**src/sct_cfg.svh**
```systemverilog
`ifndef SCT_CFG_SVH
`define SCT_CFG_SVH

// register offsets
`define SCT_OFS_SAMPLE_RATE_DIVIDER 8'h12
`define SCT_OFS_CONVERTER_TIMING 8'h4e
`define SCT_OFS_SAMPLE_SYNC 8'h4f
`define SCT_OFS_FAST_CAL_CTRL 8'h50
`define SCT_OFS_FAST_TRIM 8'h4d
`define SCT_OFS_CLOCK_RATIO 8'h0a
`define SCT_OFS_SLOW_CLOCK_CTRL 8'h4b

// reset values
`define SCT_RST_SAMPLE_RATE_DIVIDER 16'h0028
`define SCT_RST_CONVERTER_TIMING 16'h0060
`define SCT_RST_SAMPLE_SYNC 16'h2090
`define SCT_RST_FAST_CAL_CTRL 16'h0000
`define SCT_RST_FAST_TRIM_REG 16'h425e
`define SCT_RST_SLOW_CLOCK_CTRL 16'h2612

// field positions
`define SCT_BIT_SYNC_SOURCE 2
`define SCT_BIT_IRQ_INPUT_EN 1
`define SCT_BIT_RATIO_START 5
`define SCT_BIT_SLOW_CLOCK_EN 7

// fast clock model, frequencies in kHz
`define SCT_FAST_NOMINAL_KHZ 32000
`define SCT_FAST_STEP_KHZ 109
`define SCT_FAST_TRIM_DEFAULT 8'h5e
`define SCT_SAMPLE_DIV_FACTOR 4

// timing
`define SCT_MCLK_HZ 100000000
`define SCT_SLOW_HZ 32000
`define SCT_SLOW_DIV_CYCLES (`SCT_MCLK_HZ / `SCT_SLOW_HZ)
`define SCT_LED_PULSE_TICKS 8'h20
`define SCT_SAMPLE_CYCLE_TICKS 8'h80

`endif

```
**src/sct_pkg.sv**
```systemverilog
package sct_pkg;
	typedef struct packed {
		logic [7:0] addr;
		logic [15:0] wdata;
		logic wr;
		logic rd;
	} sct_req_s;

	typedef enum logic [1:0] {
		CAL_IDLE,
		CAL_ARM,
		CAL_COUNT,
		CAL_DONE
	} sct_cal_e;
endpackage : sct_pkg

```
**src/sct_core.sv**
```systemverilog
`include "sct_cfg.svh"

module sct_core
	import sct_pkg::*;
#(
	parameter int SLOW_DIV = `SCT_SLOW_DIV_CYCLES
) (
	input wire logic mclk,
	input wire logic rst,
	input wire sct_req_s req,
	output logic [15:0] rdata,
	input wire logic irq_pin_in,
	output logic fast_tick,
	output logic slow_tick,
	output logic sample_start,
	output logic cycle_busy,
	output logic led_pulse,
	output logic ratio_ready
);

	// ****************************************
	// register file
	// ****************************************
	logic [15:0] div_reg, timing_reg, sync_reg, cal_reg, trim_reg, slowctl_reg, ratio;
	logic [15:0] next_div_reg, next_timing_reg, next_sync_reg, next_cal_reg, next_trim_reg, next_slowctl_reg;
	logic [15:0] next_rdata;

	function automatic logic [2:0] sct_sel(input logic [7:0] a);
		case (a)
			`SCT_OFS_SAMPLE_RATE_DIVIDER: sct_sel = 3'h1;
			`SCT_OFS_CONVERTER_TIMING: sct_sel = 3'h2;
			`SCT_OFS_SAMPLE_SYNC: sct_sel = 3'h3;
			`SCT_OFS_FAST_CAL_CTRL: sct_sel = 3'h4;
			`SCT_OFS_FAST_TRIM: sct_sel = 3'h5;
			`SCT_OFS_SLOW_CLOCK_CTRL: sct_sel = 3'h6;
			`SCT_OFS_CLOCK_RATIO: sct_sel = 3'h7;
			default: sct_sel = 3'h0;
		endcase
	endfunction : sct_sel

	always_comb begin
		next_div_reg = div_reg;
		next_timing_reg = timing_reg;
		next_sync_reg = sync_reg;
		next_cal_reg = cal_reg;
		next_trim_reg = trim_reg;
		next_slowctl_reg = slowctl_reg;
		next_rdata = rdata;
		if (req.wr) begin
			case (sct_sel(req.addr))
				3'h1: next_div_reg = req.wdata;
				3'h2: next_timing_reg = req.wdata;
				3'h3: next_sync_reg = req.wdata;
				3'h4: next_cal_reg = req.wdata;
				3'h5: next_trim_reg = req.wdata;
				3'h6: next_slowctl_reg = req.wdata;
				default: ;
			endcase
		end
		if (req.rd) begin
			case (sct_sel(req.addr))
				3'h1: next_rdata = div_reg;
				3'h2: next_rdata = timing_reg;
				3'h3: next_rdata = sync_reg;
				3'h4: next_rdata = cal_reg;
				3'h5: next_rdata = trim_reg;
				3'h6: next_rdata = slowctl_reg;
				3'h7: next_rdata = ratio;
				default: next_rdata = 16'h0000;
			endcase
		end
	end

	always_ff @(posedge mclk or posedge rst) begin
		if (rst) begin
			div_reg <= `SCT_RST_SAMPLE_RATE_DIVIDER;
			timing_reg <= `SCT_RST_CONVERTER_TIMING;
			sync_reg <= `SCT_RST_SAMPLE_SYNC;
			cal_reg <= `SCT_RST_FAST_CAL_CTRL;
			trim_reg <= `SCT_RST_FAST_TRIM_REG;
			slowctl_reg <= `SCT_RST_SLOW_CLOCK_CTRL;
			rdata <= 16'h0000;
		end else begin
			div_reg <= next_div_reg;
			timing_reg <= next_timing_reg;
			sync_reg <= next_sync_reg;
			cal_reg <= next_cal_reg;
			trim_reg <= next_trim_reg;
			slowctl_reg <= next_slowctl_reg;
			rdata <= next_rdata;
		end
	end

	wire logic [7:0] trim = trim_reg[7:0];
	wire logic src_pin = sync_reg[`SCT_BIT_SYNC_SOURCE];
	wire logic pin_ie = sync_reg[`SCT_BIT_IRQ_INPUT_EN];
	wire logic cal_bit = cal_reg[`SCT_BIT_RATIO_START];
	wire logic slow_en = slowctl_reg[`SCT_BIT_SLOW_CLOCK_EN];

	// ****************************************
	// clock generation
	// ****************************************
	// fast oscillator modelled as a phase accumulator on mclk; monotonic in trim
	logic [23:0] acc, next_acc;
	logic [23:0] inc;
	logic [31:0] fast_khz;
	logic [55:0] prod;
	logic [15:0] slow_cnt, next_slow_cnt;
	logic next_fast_tick, next_slow_tick;

	always_comb begin
		fast_khz = 32'(`SCT_FAST_NOMINAL_KHZ) + 32'(trim) * 32'(`SCT_FAST_STEP_KHZ)
			- 32'(`SCT_FAST_TRIM_DEFAULT) * 32'(`SCT_FAST_STEP_KHZ);
		prod = {24'h000000, fast_khz} << 24;
		inc = 24'(prod / 56'(`SCT_MCLK_HZ / 1000));
		{next_fast_tick, next_acc} = {1'b0, acc} + {1'b0, inc};
		next_slow_tick = 1'b0;
		next_slow_cnt = slow_cnt;
		if (!slow_en) begin
			next_slow_cnt = 16'h0000;
		end else if (slow_cnt == 16'(SLOW_DIV - 1)) begin
			next_slow_cnt = 16'h0000;
			next_slow_tick = 1'b1;
		end else begin
			next_slow_cnt = slow_cnt + 16'h0001;
		end
	end

	always_ff @(posedge mclk or posedge rst) begin
		if (rst) begin
			acc <= 24'h000000;
			fast_tick <= 1'b0;
			slow_cnt <= 16'h0000;
			slow_tick <= 1'b0;
		end else begin
			acc <= next_acc;
			fast_tick <= next_fast_tick;
			slow_cnt <= next_slow_cnt;
			slow_tick <= next_slow_tick;
		end
	end

	// ****************************************
	// sample scheduling
	// ****************************************
	logic pin_s1, pin_s2, pin_s3;
	logic [17:0] samp_cnt, next_samp_cnt;
	logic [7:0] cyc_cnt, next_cyc_cnt;
	logic next_sample_start, next_cycle_busy, next_led_pulse, div_hit, trig_edge;

	always_comb begin
		trig_edge = pin_s2 & ~pin_s3;
		div_hit = 1'b0;
		next_samp_cnt = samp_cnt;
		if (src_pin || div_reg == 16'h0000) begin
			next_samp_cnt = 18'h00000;
		end else if (slow_tick) begin
			if (samp_cnt >= 18'(div_reg) * 18'(`SCT_SAMPLE_DIV_FACTOR) - 18'h00001) begin
				next_samp_cnt = 18'h00000;
				div_hit = 1'b1;
			end else begin
				next_samp_cnt = samp_cnt + 18'h00001;
			end
		end
		next_sample_start = !cycle_busy && (src_pin ? trig_edge : div_hit);
		next_cycle_busy = cycle_busy;
		next_cyc_cnt = cyc_cnt;
		if (next_sample_start) begin
			next_cycle_busy = 1'b1;
			next_cyc_cnt = 8'h00;
		end else if (cycle_busy && fast_tick) begin
			if (cyc_cnt == `SCT_SAMPLE_CYCLE_TICKS - 8'h01) begin
				next_cycle_busy = 1'b0;
			end
			next_cyc_cnt = cyc_cnt + 8'h01;
		end
		next_led_pulse = led_pulse;
		if (fast_tick) begin
			next_led_pulse = cycle_busy && next_cycle_busy && next_cyc_cnt < `SCT_LED_PULSE_TICKS;
		end
	end

	always_ff @(posedge mclk or posedge rst) begin
		if (rst) begin
			pin_s1 <= 1'b0;
			pin_s2 <= 1'b0;
			pin_s3 <= 1'b0;
			samp_cnt <= 18'h00000;
			cyc_cnt <= 8'h00;
			sample_start <= 1'b0;
			cycle_busy <= 1'b0;
			led_pulse <= 1'b0;
		end else begin
			pin_s1 <= irq_pin_in & pin_ie;
			pin_s2 <= pin_s1;
			pin_s3 <= pin_s2;
			samp_cnt <= next_samp_cnt;
			cyc_cnt <= next_cyc_cnt;
			sample_start <= next_sample_start;
			cycle_busy <= next_cycle_busy;
			led_pulse <= next_led_pulse;
		end
	end

	// ****************************************
	// ratio calibration
	// ****************************************
	// done is left only once the start bit reads 0, so a held 1 cannot re-run
	sct_cal_e cal_st, next_cal_st;
	logic [15:0] cal_cnt, next_cal_cnt, next_ratio;
	logic next_ratio_ready;

	always_comb begin
		next_cal_st = cal_st;
		next_cal_cnt = cal_cnt;
		next_ratio = ratio;
		next_ratio_ready = ratio_ready;
		case (cal_st)
			CAL_IDLE: begin
				if (cal_bit) begin
					next_cal_st = CAL_ARM;
					next_ratio_ready = 1'b0;
				end
			end
			CAL_ARM: begin
				if (slow_tick) begin
					next_cal_st = CAL_COUNT;
					next_cal_cnt = 16'h0000;
				end
			end
			CAL_COUNT: begin
				if (slow_tick) begin
					next_cal_st = CAL_DONE;
					next_ratio = cal_cnt;
					next_ratio_ready = 1'b1;
				end else if (fast_tick) begin
					next_cal_cnt = cal_cnt + 16'h0001;
				end
			end
			CAL_DONE: begin
				if (!cal_bit) begin
					next_cal_st = CAL_IDLE;
				end
			end
			default: next_cal_st = CAL_IDLE;
		endcase
	end

	always_ff @(posedge mclk or posedge rst) begin
		if (rst) begin
			cal_st <= CAL_IDLE;
			cal_cnt <= 16'h0000;
			ratio <= 16'h0000;
			ratio_ready <= 1'b0;
		end else begin
			cal_st <= next_cal_st;
			cal_cnt <= next_cal_cnt;
			ratio <= next_ratio;
			ratio_ready <= next_ratio_ready;
		end
	end
endmodule : sct_core

```
**config.mk**
```make
export PLATFORM = sky130hd
export DESIGN_NAME = sct_core
export DESIGN_NICKNAME = d
export VERILOG_FILES = /design/src/sct_pkg.sv /design/src/sct_core.sv
export VERILOG_INCLUDE_DIRS = /design/src
export SDC_FILE = /design/constraint.sdc
export NUM_CORES = 1
export LEC_CHECK = 0
export ABC_AREA = 0
export BUFFER_PORTS_ARGS = -buffer_cell sky130_fd_sc_hd__buf_2
export CAP_MARGIN = 10
export CORE_MARGIN = 1.5
export CORE_UTILIZATION = 30
export CTS_CLUSTER_DIAMETER = 200
export DETAILED_ROUTE_END_ITERATION = 7
export GPL_TIMING_DRIVEN = 0
export HOLD_SLACK_MARGIN = 0.05
export PLACE_DENSITY_LB_ADDON = 0.25
export SLEW_MARGIN = 20
export SYNTH_ARGS = -nofsm -noshare
export SYNTH_HDL_FRONTEND = slang
export SYNTH_SLANG_ARGS = --single-unit
export TNS_END_PERCENT = 50
```
**constraint.sdc**
```tcl
create_clock -name mclk -period 65.9 [get_ports mclk]
set_clock_uncertainty 0.2 [all_clocks]
set_input_delay 9.885 -clock mclk [delete_from_list [all_inputs] [get_ports mclk]]
set_output_delay 9.885 -clock mclk [all_outputs]
set_load 0.01 [all_outputs]
```
[Yosys cells after proc, flatten, opt, wreduce, memory -nomap -nowiden]
Index checks and enable logic that the tools add are counted.
Storage, ports and cells
  bits in registers: 221
  input bits: 29
  output and inout port bits: 22
Cells by class
  reductions and logical operators: 21
  $lt $le $gt $ge: 2
  multipliers: 1
  eq/ne operators: 31
  divide/modulo/power cells: 1
  add/sub/neg operators: 8
  muxes and demuxes: 32
  bitwise gates (word level): 3
Operator list (number)
  $pmux W16 S7: 1
  $mux W16: 5
  $div A56 B17 Y56 const B: 1
  $mux W18: 3
  $eq A8 B7 Y1 const B: 6
  $add A16 B1 Y16 const B: 2
  $pmux W16 S2: 1
  $add A24 B24 Y25: 1
  $eq A3 B3 Y1 const B: 7
  $pmux W3 S7: 1
  $add A18 B1 Y18 const B: 1
  $ge A18 B18 Y1: 1
  $sub A18 B1 Y18 const B: 1
  $sub A16 B14 Y17 const B: 1
  $add A15 B15 Y16 const A: 1
  $eq A16 B12 Y1 const B: 1
  $logic_not A16 Y1: 1
  $mux W8: 2
  $mul A8 B7 Y15 const B: 1
  $reduce_and A2 Y1: 7
  $eq A3 B2 Y1 const B: 4
  $ne A2 B2 Y1 const B: 6
  $mux W1: 11
  $add A8 B1 Y8 const B: 1
  other kinds (19): 32

[Longest topological paths before layout]
  word-level depth: 10
  gate-level depth with buffers: 215
  gate-level depth less buffers: 182

[Least setup slack after synthesis]
OpenSTA, ideal clock, no wires.
  path type: flip-flop to flip-flop
  start: reg trim_reg[1]
  end: reg fast_tick
  arrival time: 40.796 ns
  cell stages (with the launch flop): 200
  path slack: 24.841 ns
  clock period less this slack: 41.059 ns
  buffers on the path: 28
  setup time: 0.064 ns
  required time: 65.636 ns
  cells stage by stage: dfstp_2 -> buf_4 -> inv_1 -> ha_1 -> inv_1 -> fa_1 -> fa_1 -> inv_1 -> fa_1 -> inv_1 -> ha_1 -> and3_1 -> a211oi_1 -> o31ai_1 -> a211oi_1 -> nor2_1 -> clkbuf_1 -> nor3_1 -> [... 164 more ...] -> a21oi_1 -> o21ai_0 -> a21oi_1 -> o21ai_0 -> a21oi_1 -> o21ai_0 -> a21oi_1 -> o21ai_0 -> a21oi_1 -> o21ai_0 -> a21oi_1 -> o21ai_0 -> a21oi_1 -> o21ai_0 -> a21oi_1 -> o21bai_1 -> a21o_1 -> a21o_1
On the way
  word-level cells in the longest chain between the ends: 5
RTL lines
  from (decl): RTL line sct_core.sv:24  | logic [15:0] div_reg, timing_reg, sync_reg, cal_reg, trim_reg, slowctl_reg, ratio;
  from (signal assigned): RTL line sct_core.sv:80  | trim_reg <= `SCT_RST_FAST_TRIM_REG;
  from (signal assigned): RTL line sct_core.sv:88  | trim_reg <= next_trim_reg;
  $mul A8 B7 Y15: RTL line sct_core.sv:112  | fast_khz = 32'(`SCT_FAST_NOMINAL_KHZ) + 32'(trim) * 32'(`SCT_FAST_STEP_KHZ)
  $add A15 B15 Y16: RTL line sct_core.sv:112
  $sub A16 B14 Y17: RTL line sct_core.sv:112
  $div A56 B17 Y56: RTL line sct_core.sv:115  | inc = 24'(prod / 56'(`SCT_MCLK_HZ / 1000));
  $add A24 B24 Y25: RTL line sct_core.sv:116  | {next_fast_tick, next_acc} = {1'b0, acc} + {1'b0, inc};
  net next_fast_tick: RTL line sct_core.sv:109  | logic next_fast_tick, next_slow_tick;
  to (signal assigned): RTL line sct_core.sv:137  | fast_tick <= next_fast_tick;
  to (decl): RTL line sct_core.sv:13  | output logic fast_tick,
The timed path passes the listed nets, and every way through them passes these cells.
A chain may end at the register's enable or synchronous reset.

[Worst setup path in the final report]
Ends and elaborated chain as after synthesis.

==> metrics <==
Regs by FF count acc x24, samp_cnt x18; DRC Markers 0; Placeable Area 0.1071 mm2; Mapped Area 0.03237 mm2; Die H 331.5 um; final core utilization 32.95%; #FFs+latches synth 221; Arrival @ worst endpoint 52790 ps; GR Util met3 1.122%; CP endpoint kind register; routability cong. 0.8905; area leader, netlist dfrtp_1; DIE WIDTH 331.5 um; cts hold-fix bufs 0; crit path max-delay cell type o21ai_1; syn nets 4226; CTS Buf Count 25; deepest clock path buffer count 3; largest net degree at the start of global routing 100; post-layout min period 52560 ps; DR vias 31.99k; post-CTS sizing 0; max reg flops 24; top post-synthesis cells by area dfrtp_1 16%, xnor2_1 6.5%, mux2_2 5.3%, ha_1 4.6%, nor2_1 4.3%; main flop type after synthesis dfrtp_1; Final Cell Area 0.03527 mm2; CP Launch Type register; Final Hold Vio Count 0; most common cell in the netlist nor2_1; DP Area 0.03445 mm2; DRT antenna net count 0; PortBufs 49; met1 Use GR 26.00%; largest register by flop count acc; Post-synth top cells 368 x nor2_1, 261 x nand2_1, 242 x xnor2_1; Worst Hold Launch pin_s1; layout cells sized above 1 14.67%; nets 4305; Crit path top cell by count ha_1; Slew HR 19.76%; GR Overflow Total 0; Slew @ Worst Pin 1185 ps; final wirelength 102900 um; fin. max-slew vios 0; MaxCap Viol Count 0; clk slew on worst S/H paths 60 ps; number of post-CTS setup repair buffers 0; Root Driver clkbuf_16; met2 usage 29.23%; Worst Hold Class reg -> reg; H-tree depth 1; DR WL/cell 18.51 um; vias per std cell 5.752; Worst Path Max Fanout 11; f_max 19.03 MHz; Tot GR Track Use 17.95%; Initial Util 30.24%; status complete, no violations; Die ar. 0.1099 mm2; clock sink total 221; CTS tree done; Synthesis Warnings 0; syn_area_per_cell 7.974 um2; Final Non-Filler Cells 5562; critical path class reg -> reg; io pins 51; EDFF count, synth 0; antenna violations before repair 3; fill cell total of the finished layout 11.44k; std cell rows 120; gr busiest metal met2; Iter 0 DRT Violations 2692; Setup Viol. Count Final 0; Critical Path Max Stage Delay 780 ps; setup TNS 0 ps; area delta synth->final 8.959%; vias in the first global route 30.27k; Distinct cells, synth 170; hpwl dp 81150 um; TritonRoute pass-1 iters 5; Worst-Skew Late Latency 510 ps; Crit. Startpoint trim_reg[1]; Post-Syn Instances 4060; Synth async-reset ratio 100.0%; placed instance count 5515; Synth top area share 15.61%; first-pass GRT wire length 166900 um; Seq/Total Area, Yosys 17.16%; Required @ worst endpoint 66130 ps; period utilisation layout 79.76%; RSZ-0062 raised after global routing false; reg2reg start trim_reg[1]
-- worst paths after layout --
check	endpoint	slack [ps]	depth (start not counted)
max in group asynchronous	slow_cnt[12]	55450	3
worst max-delay path	fast_tick	13340	192
worst min register to register	pin_s2	160	0
min in group asynchronous	acc[11]	9190	2
worst max register to register	fast_tick	13340	192
worst min-delay path	pin_s2	160	0
-- cell usage in the layout (no fill, tap or decap), types with 104 or more instances in the layout --
| cell | n |
|---|---|
| a21oi_1 | 238 |
| dfrtp_1 | 202 |
| ha_1 | 119 |
| inv_1 | 152 |
| mux2_2 | 152 |
| nand2_1 | 261 |
| nand3_1 | 171 |
| nor2_1 | 368 |
| nor3_1 | 119 |
| o21ai_0 | 187 |
| xnor2_1 | 242 |
| xor2_1 | 104 |
-- layer usage --
metal	vias up	part of all wire [%]
met5	-	0.013
met2	802	45
met4	2	1.6
li1	15621	-
met3	101	4.1
met1	15467	49
-- layout make-up --
type | instances | area [um2] | area share [%]
diodes | 2 | 5.005 | 0.01419
plain buffers | 159 | 885.9 | 2.511
clock buffers | 36 | 716.9 | 2.032
clock inverters | 9 | 82.58 | 0.2341
inverters | 176 | 676.9 | 1.919
multi-input cells | 3504 | 25290 | 71.70
flip-flops and latches | 221 | 5554 | 15.75
well taps | 1403 | 1755 | 4.977
repair buffers | 52 | 305.3 | 0.8655
-- critical path: cells and delay by family (launching register included) --
family	cells	cell delay [ps]
buffers and inverters	36	6850
XOR/XNOR	1	490
flip-flops	1	580
AND/OR/NAND/NOR	46	11900
adder cells (fa/ha/maj)	21	7020
multiplexers	7	2810
AO/OA/AOI/OAI	81	22470
-- logic make-up (layout without fill, tap and decap cells) --
family                     count (synthesis)  in the layout  share of synthesized area, %
DFF                                      221            221                         17.16
AOI/OAI and AO/OA                       1285           1285                         29.49
xor gates and xnor gates                 364            364                         10.34
adders and majority gates                138            138                         5.743
muxes                                    220            220                         7.556
buffers and inverters                    335            432                         4.804
other                                      0              2                             0
and+or+nand+nor                         1497           1497                         24.92
-- per-stage QoR --
| step | hold slack (ps) | setup WS, ps |
|---|---|---|
| floorplan | 131.2 | 24840 |
| global route | 162.0 | 9284 |
| detailed placement | 141.8 | 13800 |
| finish | 156.5 | 13340 |
| CTS | 156.4 | 13620 |
| global placement | 142.3 | 13690 |
Power is not shown: default switching activity piles up to over one toggle a cycle in this logic, so the estimate is an artifact.
